===== src/hw/pvdp_pkg.sv =====
// Purpose: shared constants and types for the parallel video data port
// Assumes: registers reached over a plain address/strobe port, 32-bit data
// Notes: port clock sampled by the system clock
package pvdp_pkg;

    localparam int ADDR_W = 4;
    localparam int DATA_W = 32;
    localparam int PIN_W  = 16;

    // register byte offsets
    localparam logic [ADDR_W-1:0] OFS_CONTROL = 4'h0;
    localparam logic [ADDR_W-1:0] OFS_DELAY   = 4'h4;
    localparam logic [ADDR_W-1:0] OFS_COUNT   = 4'h8;
    localparam logic [ADDR_W-1:0] OFS_STATUS  = 4'hC;

    // control fields
    localparam int CTL_EN      = 0;
    localparam int CTL_MODE_LO = 1;
    localparam int CTL_MODE_HI = 3;
    localparam int CTL_FSN_LO  = 4;
    localparam int CTL_FSN_HI  = 5;
    localparam int CTL_WID_LO  = 8;
    localparam int CTL_WID_HI  = 11;
    localparam logic [DATA_W-1:0] CTL_RESET = 32'h0000_0000;

    // port modes
    localparam logic [2:0] MODE_GP_IN   = 3'h0;
    localparam logic [2:0] MODE_GP_CAP  = 3'h1;
    localparam logic [2:0] MODE_GP_OUT  = 3'h2;
    localparam logic [2:0] MODE_ITU_ACT = 3'h4;
    localparam logic [2:0] MODE_ITU_VBI = 3'h5;
    localparam logic [2:0] MODE_ITU_ALL = 3'h6;

    // width code: 0 is 8 bits, 2..8 is 10..16 bits
    localparam logic [3:0] WID_8 = 4'h0;

    // frame capture sync timing: hsync width in port clock cycles, frame height in lines
    localparam int CAP_HSYNC_W = 4;
    localparam int CAP_LINES   = 16;

    typedef struct packed {
        logic [PIN_W-1:0] data;
        logic [2:0]       fs;
    } pvdp_pins_t;

    typedef struct packed {
        logic [PIN_W-1:0] word;
        logic             valid;
    } pvdp_word_t;

endpackage : pvdp_pkg


===== src/hw/pvdp_port.sv =====
// Purpose: parallel video data port, general purpose and ITU-R 656 submodes
// Assumes: port clock at most half the system clock; syncs active high
// Notes: ITU status word read from bits [9:2] in 10-bit width
//
// Local design decisions: the placing of the registers and the plain strobed port.
`timescale 1ns/1ps
module pvdp_port
    import pvdp_pkg::*;
#(
    parameter int CNT_W = 16
) (
    // clock and reset
    input  wire logic              clk,
    input  wire logic              rstn,
    // register port
    input  wire logic [ADDR_W-1:0] regAddr,
    input  wire logic [DATA_W-1:0] regWdata,
    input  wire logic              regWr,
    input  wire logic              regRd,
    output logic      [DATA_W-1:0] regRdata,
    // pins
    input  wire logic              portClock,
    input  pvdp_pins_t             pinIn,
    output pvdp_pins_t             pinOut,
    output logic      [2:0]        fsOe,
    output logic                   dataOe,
    // data mover
    output pvdp_word_t             rxWord,
    input  pvdp_word_t             txWord,
    output logic                   txReady
);

    // sample width mask
    // codes past 8 overflow the shift and so keep all sixteen bits
    function automatic logic [PIN_W-1:0] maskWidth(input logic [PIN_W-1:0] v,
                                                   input logic [3:0] w);
        logic [4:0] bits;
        bits = (w == WID_8) ? 5'd8 : 5'(w) + 5'd8;
        return v & PIN_W'((17'h1 << bits) - 17'h1);
    endfunction : maskWidth

    // general purpose transfer sequencer
    typedef enum {ST_IDLE, ST_DELAY, ST_XFER} pvdp_state_t;

    logic [DATA_W-1:0] control_q;
    logic [CNT_W-1:0]  delay_q, count_q;
    logic              rdPend_q;
    logic [ADDR_W-1:0] rdAddr_q;

    // two-flop synchronisers on all pin inputs
    logic [2:0]        clkSync_q;
    pvdp_pins_t        pinS1_q, pinS2_q;
    logic              fs1Prev_q;

    // sequencer, preamble and capture state
    pvdp_state_t       state_q;
    logic [CNT_W-1:0]  delayCnt_q, xferCnt_q;
    logic [1:0]        trsPos_q;
    logic              synced_q, active_q, vblank_q, field_q;
    logic [CNT_W-1:0]  lineCnt_q, pixCnt_q, capLine_q;
    pvdp_word_t        rx_q;
    pvdp_pins_t        out_q;

    // control fields
    wire       enable   = control_q[CTL_EN];
    wire [2:0] mode     = control_q[CTL_MODE_HI:CTL_MODE_LO];
    wire [1:0] fsNum    = control_q[CTL_FSN_HI:CTL_FSN_LO];
    wire [3:0] width    = control_q[CTL_WID_HI:CTL_WID_LO];
    wire       isItu    = mode[2];
    wire       isOut    = (mode == MODE_GP_OUT);
    wire       isCap    = (mode == MODE_GP_CAP);

    // port clock edge found by sampling
    wire       pclkRise = clkSync_q[1] & ~clkSync_q[2];
    // width mask applied once to the pins, shared by every receive submode; output mode masks its own word
    wire [PIN_W-1:0] din = maskWidth(pinS2_q.data, width);
    wire       fs1Rise  = pinS2_q.fs[0] & ~fs1Prev_q;

    wire [7:0] hi8      = (width == WID_8) ? din[7:0] : din[9:2];
    wire       wOnes    = (hi8 == 8'hFF);
    wire       wZero    = (hi8 == 8'h00);
    wire       trsWord  = (trsPos_q == 2'd3);
    wire       stF      = hi8[6];
    wire       stV      = hi8[5];
    wire       stH      = hi8[4];

    // inside a preamble from its first word onward
    wire       inTrs    = wOnes | (trsPos_q != 2'd0);
    wire       gpIn     = (mode == MODE_GP_IN) | isCap;
    wire       lastXfer = (xferCnt_q == CNT_W'(1));

    // register write decode
    wire wrCtl   = regWr && (regAddr == OFS_CONTROL);
    wire wrDelay = regWr && (regAddr == OFS_DELAY);
    wire wrCount = regWr && (regAddr == OFS_COUNT);

    // register port, read data valid the cycle after the strobe
    always_ff @(posedge clk or negedge rstn) begin
        if (!rstn) begin
            control_q <= CTL_RESET;
            delay_q   <= '0;
            count_q   <= '0;
            rdPend_q  <= 1'b0;
            rdAddr_q  <= '0;
        end else begin
            rdPend_q <= regRd;
            rdAddr_q <= regAddr;
            // writes to unmapped offsets are dropped
            if (wrCtl) begin
                control_q <= regWdata;
            end
            if (wrDelay) begin
                delay_q <= regWdata[CNT_W-1:0];
            end
            if (wrCount) begin
                count_q <= regWdata[CNT_W-1:0];
            end
        end
    end

    // status layout: state, synced, field, blanking, active
    wire [DATA_W-1:0] statusWord = {24'h0, 2'(state_q), synced_q, field_q,
                                    vblank_q, active_q, 2'b00};
    // read data is zero outside the cycle after the strobe
    always_comb begin
        regRdata = '0;
        if (rdPend_q) begin
            unique case (rdAddr_q)
                OFS_CONTROL: regRdata = control_q;
                OFS_DELAY:   regRdata = DATA_W'(delay_q);
                OFS_COUNT:   regRdata = DATA_W'(count_q);
                OFS_STATUS:  regRdata = statusWord;
                default:     regRdata = '0;
            endcase
        end
    end

    always_ff @(posedge clk or negedge rstn) begin
        if (!rstn) begin
            clkSync_q <= '0;
            pinS1_q   <= '0;
            pinS2_q   <= '0;
            fs1Prev_q <= 1'b0;
        end else begin
            clkSync_q <= {clkSync_q[1:0], portClock};
            pinS1_q   <= pinIn;
            // second stage moves only on a port clock rise, so each
            // sample is taken once and held for the whole port clock
            if (pclkRise) begin
                pinS2_q   <= pinS1_q;
                // previous level feeds the sync one edge detector
                fs1Prev_q <= pinS2_q.fs[0];
            end
        end
    end

    // sync one or a supplied word opens a transfer
    wire gpStart  = gpIn && fs1Rise;
    wire outStart = isOut && txWord.valid;
    wire noDelay  = (delay_q == '0);
    // output mode only advances on a supplied word
    wire xferStep = !isOut || txWord.valid;
    // a count of zero still moves one word
    wire xferDone = lastXfer || (count_q == '0);

    always_ff @(posedge clk or negedge rstn) begin
        if (!rstn) begin
            state_q    <= ST_IDLE;
            delayCnt_q <= '0;
            xferCnt_q  <= '0;
        // ITU modes do not use the sequencer
        end else if (!enable || isItu) begin
            state_q <= ST_IDLE;
        end else if (pclkRise) begin
            unique case (state_q)
                ST_IDLE: begin
                    if (gpStart || outStart) begin
                        delayCnt_q <= delay_q;
                        xferCnt_q  <= count_q;
                        state_q    <= noDelay ? ST_XFER : ST_DELAY;
                    end
                end
                // one port clock per delay count
                ST_DELAY: begin
                    delayCnt_q <= delayCnt_q - CNT_W'(1);
                    if (delayCnt_q == CNT_W'(1)) begin
                        state_q <= ST_XFER;
                    end
                end
                ST_XFER: begin
                    if (xferStep) begin
                        xferCnt_q <= xferCnt_q - CNT_W'(1);
                        if (xferDone) begin
                            state_q <= ST_IDLE;
                        end
                    end
                end
            endcase
        end
    end

    // events carried by the status word
    wire savSeen  = trsWord && !stH && !stV;
    wire fieldOne = trsWord && !stF && stV && field_q;
    wire newFrame = trsWord && !stF && field_q;

    // preamble tracker, line and field state
    always_ff @(posedge clk or negedge rstn) begin
        if (!rstn) begin
            trsPos_q  <= '0;
            synced_q  <= 1'b0;
            active_q  <= 1'b0;
            vblank_q  <= 1'b1;
            field_q   <= 1'b0;
            lineCnt_q <= '0;
        // leaving the ITU modes forces a fresh field one sync
        end else if (!enable || !isItu) begin
            trsPos_q <= '0;
            synced_q <= 1'b0;
            active_q <= 1'b0;
        end else if (pclkRise) begin
            unique case (trsPos_q)
                2'd0: begin
                    trsPos_q <= wOnes ? 2'd1 : 2'd0;
                end
                // two zero words follow the ones word
                2'd1: begin
                    trsPos_q <= wZero ? 2'd2 : 2'd0;
                end
                2'd2: begin
                    trsPos_q <= wZero ? 2'd3 : 2'd0;
                end
                // status word always ends the sequence
                2'd3: begin
                    trsPos_q <= 2'd0;
                end
            endcase
            if (trsWord) begin
                field_q  <= stF;
                vblank_q <= stV;
                // active only between SAV and EAV
                active_q <= savSeen && synced_q;
            end
            if (fieldOne) begin
                synced_q <= 1'b1;
            end
            // count active lines per frame; frame start wins
            if (newFrame) begin
                lineCnt_q <= '0;
            end else if (savSeen && synced_q) begin
                lineCnt_q <= lineCnt_q + CNT_W'(1);
            end
        end
    end

    // capture selection per submode
    wire gpTake  = gpIn && state_q == ST_XFER;
    // preamble words never reach the mover except in MODE_ITU_ALL, which skips this test
    wire payload = !inTrs && !trsWord;
    // a zero count lets every active line through
    wire lineOk  = (count_q == '0) || (lineCnt_q <= count_q);
    // active mode takes payload inside active lines only
    wire actTake = (mode == MODE_ITU_ACT) && active_q && payload && lineOk;
    wire vbiTake = (mode == MODE_ITU_VBI) && synced_q && vblank_q && payload;
    wire allTake = (mode == MODE_ITU_ALL) && synced_q;
    wire take    = enable && (gpTake || actTake || vbiTake || allTake);
    wire capStrobe = pclkRise && take;

    // one word per port clock, arrival order
    always_ff @(posedge clk or negedge rstn) begin
        if (!rstn) begin
            rx_q <= '0;
        end else begin
            rx_q.valid <= capStrobe;
            if (capStrobe) begin
                rx_q.word <= din;
            end
        end
    end
    assign rxWord = rx_q;

    // line length covers the sync, the delay and the samples
    wire [CNT_W-1:0] lineLen  = count_q + delay_q + CNT_W'(CAP_HSYNC_W);
    wire             lastLine = (capLine_q == CNT_W'(CAP_LINES - 1));

    always_ff @(posedge clk or negedge rstn) begin
        if (!rstn) begin
            pixCnt_q  <= '0;
            capLine_q <= '0;
        end else if (!enable || !isCap) begin
            pixCnt_q  <= '0;
            capLine_q <= '0;
        end else if (pclkRise) begin
            if (pixCnt_q >= lineLen) begin
                pixCnt_q <= '0;
                if (lastLine) begin
                    capLine_q <= '0;
                end else begin
                    capLine_q <= capLine_q + CNT_W'(1);
                end
            end else begin
                pixCnt_q <= pixCnt_q + CNT_W'(1);
            end
        end
    end

    // hsync leads each line, vsync spans line zero
    wire capH = isCap && pixCnt_q < CNT_W'(CAP_HSYNC_W);
    wire capV = isCap && capLine_q == '0;

    wire outXfer  = isOut && state_q == ST_XFER;
    wire outLoad  = outXfer && txWord.valid;
    // syncs mark the first word of a block
    wire outFirst = outXfer && (xferCnt_q == count_q);

    always_ff @(posedge clk or negedge rstn) begin
        if (!rstn) begin
            out_q <= '0;
        end else if (pclkRise) begin
            if (outLoad) begin
                out_q.data <= maskWidth(txWord.word, width);
            end
            // output mode pulses all three lines, capture drives the top one low; the enables decide how many reach pins
            if (isCap) begin
                out_q.fs <= {1'b0, capV, capH};
            end else begin
                out_q.fs <= {3{outFirst}};
            end
        end
    end
    assign pinOut = out_q;

    assign fsOe[0] = enable && (isCap || isOut);
    // sync count field widens the output set
    wire   twoSyncs   = (fsNum >= 2'd1);
    wire   threeSyncs = (fsNum >= 2'd2);

    assign fsOe[1] = enable && (isCap || (isOut && twoSyncs));
    assign fsOe[2] = enable && isOut && threeSyncs;
    assign dataOe  = enable && isOut;
    // a word is taken only when one is offered, so the handshake never runs ahead
    assign txReady = outLoad && pclkRise;

endmodule : pvdp_port


===== config.mk =====
export PLATFORM = sky130hd
export DESIGN_NAME = pvdp_port
export DESIGN_NICKNAME = d
export VERILOG_FILES = /design/src/hw/pvdp_pkg.sv /design/src/hw/pvdp_port.sv
export SDC_FILE = /design/constraint.sdc
export NUM_CORES = 1
export LEC_CHECK = 0
export ABC_AREA = 1
export BUFFER_PORTS_ARGS = -buffer_cell sky130_fd_sc_hd__buf_2
export CAP_MARGIN = 20
export CORE_UTILIZATION = 37
export DETAILED_ROUTE_END_ITERATION = 8
export SLEW_MARGIN = 10
export SYNTH_ARGS = -nofsm -noshare
export SYNTH_HDL_FRONTEND = slang
export SYNTH_SLANG_ARGS = --single-unit

===== constraint.sdc =====
create_clock -name clk -period 4.9 [get_ports clk]
set_input_delay 0.98 -clock clk [delete_from_list [all_inputs] [get_ports clk]]
set_output_delay 0.98 -clock clk [all_outputs]
set_load 0.1 [all_outputs]

### After elaboration in Yosys (flattened, before gate mapping)

Index checks and enable logic that the tools add are counted.

| word-level totals | value |
|---|---|
| bits in registers | 261 |
| input bits | 77 |
| output and inout port bits | 73 |
| logic and storage cells | 201 |

| operators by class | value |
|---|---|
| add/subtract/negate cells | 9 |
| $lt $le $gt $ge | 5 |
| eq/ne operators | 27 |
| shift operators | 1 |
| muxes and demuxes | 39 |
| bitwise logic cells | 10 |
| reduce and logical (&&, ||, !) cells | 84 |

Operators with widths:

| operator | number |
|---|---|
| 32-bit two-way mux | 7 |
| 16-bit two-way mux | 12 |
| 32-bit one-hot mux with 4 select lines | 1 |
| 32-bit one-hot mux with 3 select lines | 1 |
| 16-bit one-hot mux with 2 select lines | 2 |
| 16-bit by 1-bit adder with 16-bit output (second input constant) | 3 |
| 16-bit logical NOT | 3 |
| 16-bit by 1-bit subtractor with 16-bit output (second input constant) | 3 |
| 1-bit logical AND | 34 |
| 16-bit AND | 2 |
| 16-bit by 1-bit equality test with 1-bit output (second input constant) | 2 |
| 32-bit by 1-bit equality test with 1-bit output (second input constant) | 1 |
| 32-bit by 2-bit equality test with 1-bit output (second input constant) | 1 |
| 32-bit by 3-bit equality test with 1-bit output (second input constant) | 1 |
| 32-bit logical NOT | 1 |
| 2-bit nonzero test | 10 |
| 16-bit adder | 1 |
| 16-bit by 3-bit adder with 16-bit output (second input constant) | 1 |
| 16-bit equality test | 1 |
| 16-bit by 4-bit equality test with 1-bit output (second input constant) | 1 |
| 16-bit greater-or-equal comparator | 1 |
| 16-bit <= comparator | 1 |
| 16-bit by 3-bit < comparator with 1-bit output (second input constant) | 1 |
| 1-bit by 5-bit left shift with 16-bit output (first input constant) | 1 |
| other kinds (32) | 83 |

### Longest topological paths before layout

| logic depth | value |
|---|---|
| depth after elaboration | 17 |
| mapped depth | 25 |
| gate-level depth less buffers | 24 |

### Worst setup path after synthesis

Ideal clock, no wire load.

| path | value |
|---|---|
| kind | reg-to-output |
| from | register control_q[3] |
| to | output port fsOe[2] |
| data arrival time | 3446 ps |
| slack | 474 ps |
| stages on the path, launching flop included | 7 |
| path buffers | 1 |
| cells stage by stage | dfrtp_1 > buf_4 > inv_1 > nand2_1 > nor2_1 > inv_1 > nor2_1 |

| on the way | value |
|---|---|
| word-level cells in the longest chain between the ends | 3 |

RTL lines:

| element | RTL line | source |
|---|---|---|
| start: declaration | pvdp_port.sv:45 | `logic [DATA_W-1:0] control_q;` |
| start signal: assignment | pvdp_port.sv:110 | `control_q <= regWdata;` |
| 3-bit by 2-bit equality test with 1-bit output | pvdp_port.sv:70 | `wire isOut = (mode == MODE_GP_OUT);` |
| 1-bit logical AND | - |  |
| via dataOe | pvdp_port.sv:26 | `output logic dataOe,` |
| 1-bit logical AND | pvdp_port.sv:339 | `assign fsOe[2] = enable && isOut && threeSyncs;` |
| end: declaration | pvdp_port.sv:25 | `output logic [2:0] fsOe,` |

The timed path passes the listed nets, and every way through them passes these cells.

### Final worst setup path

| path | value |
|---|---|
| from | register delay_q[1] |
| to | register pixCnt_q[3] |

| on the way | value |
|---|---|
| word-level cells in the longest chain between the ends | 6 |

RTL lines:

| element | RTL line | source |
|---|---|---|
| start: declaration | pvdp_port.sv:46 | `logic [CNT_W-1:0] delay_q, count_q;` |
| start signal: assignment | pvdp_port.sv:113 | `delay_q <= regWdata[CNT_W-1:0];` |
| 16-bit adder | pvdp_port.sv:283 | `wire [CNT_W-1:0] lineLen = count_q + delay_q + CNT_W'(CAP_HSYNC_W);` |
| 16-bit by 3-bit adder with 16-bit output | pvdp_port.sv:283 |  |
| 16-bit greater-or-equal comparator | pvdp_port.sv:294 | `if (pixCnt_q >= lineLen) begin` |
| 16-bit two-way mux | pvdp_port.sv:294 |  |
| 16-bit two-way mux | pvdp_port.sv:293 | `end else if (pclkRise) begin` |
| 16-bit two-way mux | pvdp_port.sv:290 | `end else if (!enable \|\| !isCap) begin` |
| end signal: assignment | pvdp_port.sv:302 | `pixCnt_q <= pixCnt_q + CNT_W'(1);` |
| end: declaration | pvdp_port.sv:60 | `logic [CNT_W-1:0] lineCnt_q, pixCnt_q, capLine_q;` |

Every way passes these cells. The select of a mux whose other input is x is not followed.
A chain may end at the register's enable or synchronous reset.

==> insert_results.sql <==
INSERT INTO impl_metrics (metric_group, metric, value, unit) VALUES
('timing', 'min_period_over_period', '89.2', '%'),
('timing', 'finish_stage_setup_viols', '0', ''),
('timing', 'finalHoldViolations', '0', ''),
('critical_path', 'crit_arrival', '4.85', 'ns'),
('final_layout', 'n_antenna_cell', '0', ''),
('drt', 'detailed_route_wl', '36.9', 'mm'),
('final_layout', 'final_design_area_no_fill', '15500', 'um2'),
('worst_hold_path', 'worstHoldStart', 'clkSync_q[0]$_DFF_PN0_', ''),
('placed_design', 'dp_hpwl', '27.2', 'mm'),
('global_routing', 'grt_start_max_net_pins', '98', ''),
('critical_path', 'cp_data_required_time', '5.38', 'ns'),
('global_routing', 'grt_util_all_layers', '20.2', '%'),
('drt', 'post-route-drc-count', '0', ''),
('final_layout', 'layout-area-overhead-vs-synth', '17.2', '%'),
('synthesis', 'synth_seq_area_share', '43.6', '%'),
('clocking', 'path_clk_slew', '0.07', 'ns'),
('drt', 'ant_nets', '0', ''),
('drt', 'average_wire_per_cell_in_the_routed_design', '16.0', 'um'),
('synthesis', 'synth_async_sr_flop_share', '100', '%'),
('clocking', 'clk_latency', '0.56', 'ns'),
('global_routing', 'globalRouteOverflowTotal', '0', ''),
('pwr', 'ir_drop', '0.338', 'mV'),
('critical_path', 'critical_r2r_capture', 'pixCnt_q[3]$_DFFE_PN0P_', ''),
('floorplanning', 'initial_core_util', '38.0', '%'),
('critical_path', 'timing.critical_path.from_type', 'register', ''),
('clocking', 'clk_root_buffer_cell', 'sky130_fd_sc_hd__clkbuf_16', ''),
('critical_path', 'path_max_fanout', '20', ''),
('synthesis', 'number_of_enable_flip_flop_cells_after_synthesis', '0', ''),
('synthesis', 'syn-instance-count', '1682', ''),
('floorplanning', 'placement_rows', '68', ''),
('synthesis', 'synth_area', '13300', 'um2'),
('worst_hold_path', 'worstHoldPathCells', '0', ''),
('critical_path', 'r2r.worst_path.cells', '22', ''),
('placed_design', 'buffer_ports.inserted', '147', ''),
('clocking', 'cts_tree', 'done', ''),
('critical_path', 'path_class', 'register to register', ''),
('critical_path', 'timing.rr.start', 'delay_q[1]$_DFFE_PN0P_', ''),
('run_status', 'run_status', 'finished clean', ''),
('drt', 'num_vias', '11700', ''),
('final_layout', 'layout_cell_share_with_drive_strength_beyond_1', '14.4', '%'),
('floorplanning', 'dieArea', '36600', 'um2'),
('worst_hold_path', 'whs_endpoint', 'clkSync_q[1]$_DFF_PN0_', ''),
('critical_path', 'worst_setup_path_startpoint', 'delay_q[1]$_DFFE_PN0P_', ''),
('clocking', 'holdBufCountCts', '0', ''),
('final_layout', 'finish.utilization', '44.5', '%'),
('pwr', 'power_leakage', '7.82', 'nW'),
('clocking', 'cts_sinks', '231', ''),
('timing', 'finalSetupTns', '0', 'ns'),
('timing', 'fin_worst_skew', '0.0240', 'ns'),
('floorplanning', 'core_region_area', '34900', 'um2'),
('placed_design', 'gp_congestion', '0.880', ''),
('run', 'drv.max_cap_violation_count', '0', ''),
('drt', 'viasPerCell', '5.09', ''),
('placed_design', 'placed_cell_areas', '14400', 'um2'),
('clocking', 'clockBufferDepth', '3', ''),
('floorplanning', 'top_level_ports', '150', ''),
('drt', 'drt_first_pass_iters', '5', ''),
('clocking', 'postCtsSetupBuffers', '0', ''),
('critical_path', 'worst_setup_path_end_kind', 'register', ''),
('timing', 'grt_setup_unrepaired', 'false', ''),
('synthesis', 'ys_dominant_reg_cell', 'sky130_fd_sc_hd__dfrtp_1', ''),
('critical_path', 'reg2reg_slack', '0.53', 'ns'),
('clocking', 'maximum_level_of_the_cts_h_tree', '1', ''),
('global_routing', 'grt_first_pass_wirelength', '59.0', 'mm'),
('drt', 'dr.first_iter.drc_count', '729', ''),
('synthesis', 'synthesized_area_per_cell', '7.88', 'um2'),
('synthesis', 'number_of_warnings_reported_in_the_yosys_synthesis_log', '0', ''),
('clocking', 'cts.repair.resized', '0', ''),
('floorplanning', 'fp.dieH', '191', 'um'),
('timing', 'tightestPinTransition', '0.781', 'ns'),
('timing', 'final_period_minus_worst_setup_slack', '4.37', 'ns'),
('pwr', 'power.density_cell_area', '409', 'nW/um2'),
('clocking', 'cts-buffers-inserted', '27', ''),
('timing', 'hold_slack', '0.349', 'ns'),
('floorplanning', 'die_w', '191', 'um'),
('global_routing', 'first_global_vias', '11200', ''),
('worst_hold_path', 'holdCritPathClass', 'register to register', ''),
('global_routing', 'antenna_found_initial', '1', ''),
('synthesis', 'synth_cell_types', '57', ''),
('synthesis', 'post_synthesis_sequential_element_count', '231', ''),
('timing', 'max_slew_headroom_at_the_worst_pin', '48.0', '%'),
('timing', 'slew_viol_final', '0', ''),
('timing', 'fmaxAchievable', '229', 'MHz'),
('final_layout', 'final_nets', '1976', '');
[worst max-delay path: stages, from the launching register on]
cell and delay [ns]:
sky130_fd_sc_hd__dfrtp_1 0.48, sky130_fd_sc_hd__ha_1 0.34, sky130_fd_sc_hd__ha_1 0.16, sky130_fd_sc_hd__inv_1 0.06
sky130_fd_sc_hd__fa_1 0.41, sky130_fd_sc_hd__o31ai_1 0.42, sky130_fd_sc_hd__nand2_1 0.10, sky130_fd_sc_hd__nand3_1 0.11
sky130_fd_sc_hd__nand2_1 0.07, sky130_fd_sc_hd__nand2_1 0.05, sky130_fd_sc_hd__nand2_1 0.04, sky130_fd_sc_hd__nand2_1 0.06
sky130_fd_sc_hd__xor2_1 0.16, sky130_fd_sc_hd__ha_1 0.26, sky130_fd_sc_hd__nand2_1 0.07, sky130_fd_sc_hd__inv_1 0.05
sky130_fd_sc_hd__nand3_1 0.09, sky130_fd_sc_hd__inv_1 0.05, sky130_fd_sc_hd__a21oi_1 0.25, sky130_fd_sc_hd__nand4_1 0.27
sky130_fd_sc_hd__nand2_1 0.20, sky130_fd_sc_hd__clkinvlp_4 0.34, sky130_fd_sc_hd__nor3_1 0.23
[through the flow]
step	power [mW]	worst slack, ns	std cells
after floorplan	3.53	0.474	1683
after global placement	3.97	0.539	2248
after detailed placement	4.01	0.532	2248
after CTS	6.40	0.482	2298
after global routing	6.74	0.0650	2301
final	6.35	0.528	2301
[final cells by class]
type,instances,area (um2)
clock buffer,36,779
inverter,223,843
sequential,231,5780
tap,455,569
multi-input combinational,1181,6400
timing repair buffer,161,891
clock inverter,14,272
fill,3558,19300
[power by group]
| part | internal [mW] | leakage (nW) | switching [mW] |
|---|---|---|---|
| Clock | 1.49 | 0.507 | 0.868 |
| Combinational | 0.517 | 4.42 | 1.04 |
| Sequential | 2.17 | 2.89 | 0.270 |
| Total | 4.18 | 7.82 | 2.18 |
[flip-flops by register name, summed over array words and instances, names as in the netlist, 3 cells and up]
signal,flops
rdAddr_q,4
delayCnt_q,16
pinS1_q,17
control_q,32
pixCnt_q,16
clkSync_q,3
lineCnt_q,16
pinS2_q,17
count_q,16
delay_q,16
pinOut,19
capLine_q,16
xferCnt_q,16
rxWord,17
[synth_stat cells (2+ instances only)]
cell type                    n  area (um2)
sky130_fd_sc_hd__a21oi_1    75         375
sky130_fd_sc_hd__or4_1       2        15.0
sky130_fd_sc_hd__nor2_1    162         608
sky130_fd_sc_hd__nand2_2    22         138
sky130_fd_sc_hd__nand4_1    38         238
sky130_fd_sc_hd__nand2_4     3        33.8
sky130_fd_sc_hd__a21o_1      2        15.0
sky130_fd_sc_hd__xor2_1     41         359
sky130_fd_sc_hd__nor4_1     11        68.8
sky130_fd_sc_hd__inv_1     217         815
sky130_fd_sc_hd__o211ai_1    7        52.6
sky130_fd_sc_hd__buf_2       9        45.0
sky130_fd_sc_hd__o21ai_0   156         781
sky130_fd_sc_hd__o21ai_2     4        35.0
sky130_fd_sc_hd__o221ai_1    5        43.8
sky130_fd_sc_hd__a31oi_1     5        31.3
sky130_fd_sc_hd__nand3b_1    4        30.0
sky130_fd_sc_hd__nor2_4      5        56.3
sky130_fd_sc_hd__o22ai_1    15        93.8
sky130_fd_sc_hd__dfrtp_1   230        5760
sky130_fd_sc_hd__inv_2       4        15.0
sky130_fd_sc_hd__clkbuf_1   32         120
sky130_fd_sc_hd__a211oi_1    2        15.0
sky130_fd_sc_hd__buf_4       3        22.5
sky130_fd_sc_hd__a32oi_1     3        26.3
sky130_fd_sc_hd__nor3_1     26         130
sky130_fd_sc_hd__nand3_1    88         440
sky130_fd_sc_hd__buf_6       3        33.8
sky130_fd_sc_hd__a221oi_1    6        52.6
sky130_fd_sc_hd__ha_1       73         913
sky130_fd_sc_hd__nor3_2      3        30.0
sky130_fd_sc_hd__xnor2_1    12         105
sky130_fd_sc_hd__nand2_1   367        1380
sky130_fd_sc_hd__o21ai_1     9        45.0
sky130_fd_sc_hd__or2_2       5        31.3
sky130_fd_sc_hd__o31ai_1    12        90.1
[kinds of logic after synthesis]
logic type | count (synthesis) | synth area share (%)
AND/OR/NAND/NOR | 743 | 24.7
AO/OA/AOI/OAI | 309 | 13.0
buffers and inverters | 271 | 8.15
flip-flops | 231 | 43.6
adder cells (fa/ha/maj) | 74 | 7.04
XOR/XNOR | 53 | 3.50
other | 1 | 0.0283
[worst max path at each step]
stage                               endpoint  slack (ns)  depth (start not counted)
finish               pixCnt_q[3]$_DFFE_PN0P_        0.53                         22
global route         pixCnt_q[3]$_DFFE_PN0P_        0.06                         22
CTS                 pixCnt_q[15]$_DFFE_PN0P_        0.48                         22
detailed placement   pixCnt_q[9]$_DFFE_PN0P_        0.53                         22
global placement    pixCnt_q[15]$_DFFE_PN0P_        0.54                         21
floorplan                            fsOe[2]        0.47                          6
[per-layer routing]
metal / GRT usage [%] / part of all wire (%) / vias up
met5: 0 / 0.049 / -
met4: 4.70 / 2.0 / 2
met3: 4.42 / 7.3 / 43
met2: 32.0 / 44 / 371
met1: 27.8 / 47 / 5474
li1: - / - / 5824
[layout by cell type (no fill, tap or decap), types with 38 or more instances in the layout]
cell                      synthesis  final
sky130_fd_sc_hd__nor2_1         162    162
sky130_fd_sc_hd__inv_1          217    216
sky130_fd_sc_hd__buf_2            9    146
sky130_fd_sc_hd__nand2_1        367    366
sky130_fd_sc_hd__o21ai_0        156    156
sky130_fd_sc_hd__nand3_1         88     88
sky130_fd_sc_hd__a21oi_1         75     75
sky130_fd_sc_hd__nand4_1         38     38
sky130_fd_sc_hd__dfrtp_1        230    230
sky130_fd_sc_hd__ha_1            73     73
sky130_fd_sc_hd__xor2_1          41     41
Note: power is estimated with default switching activity, not from simulation.
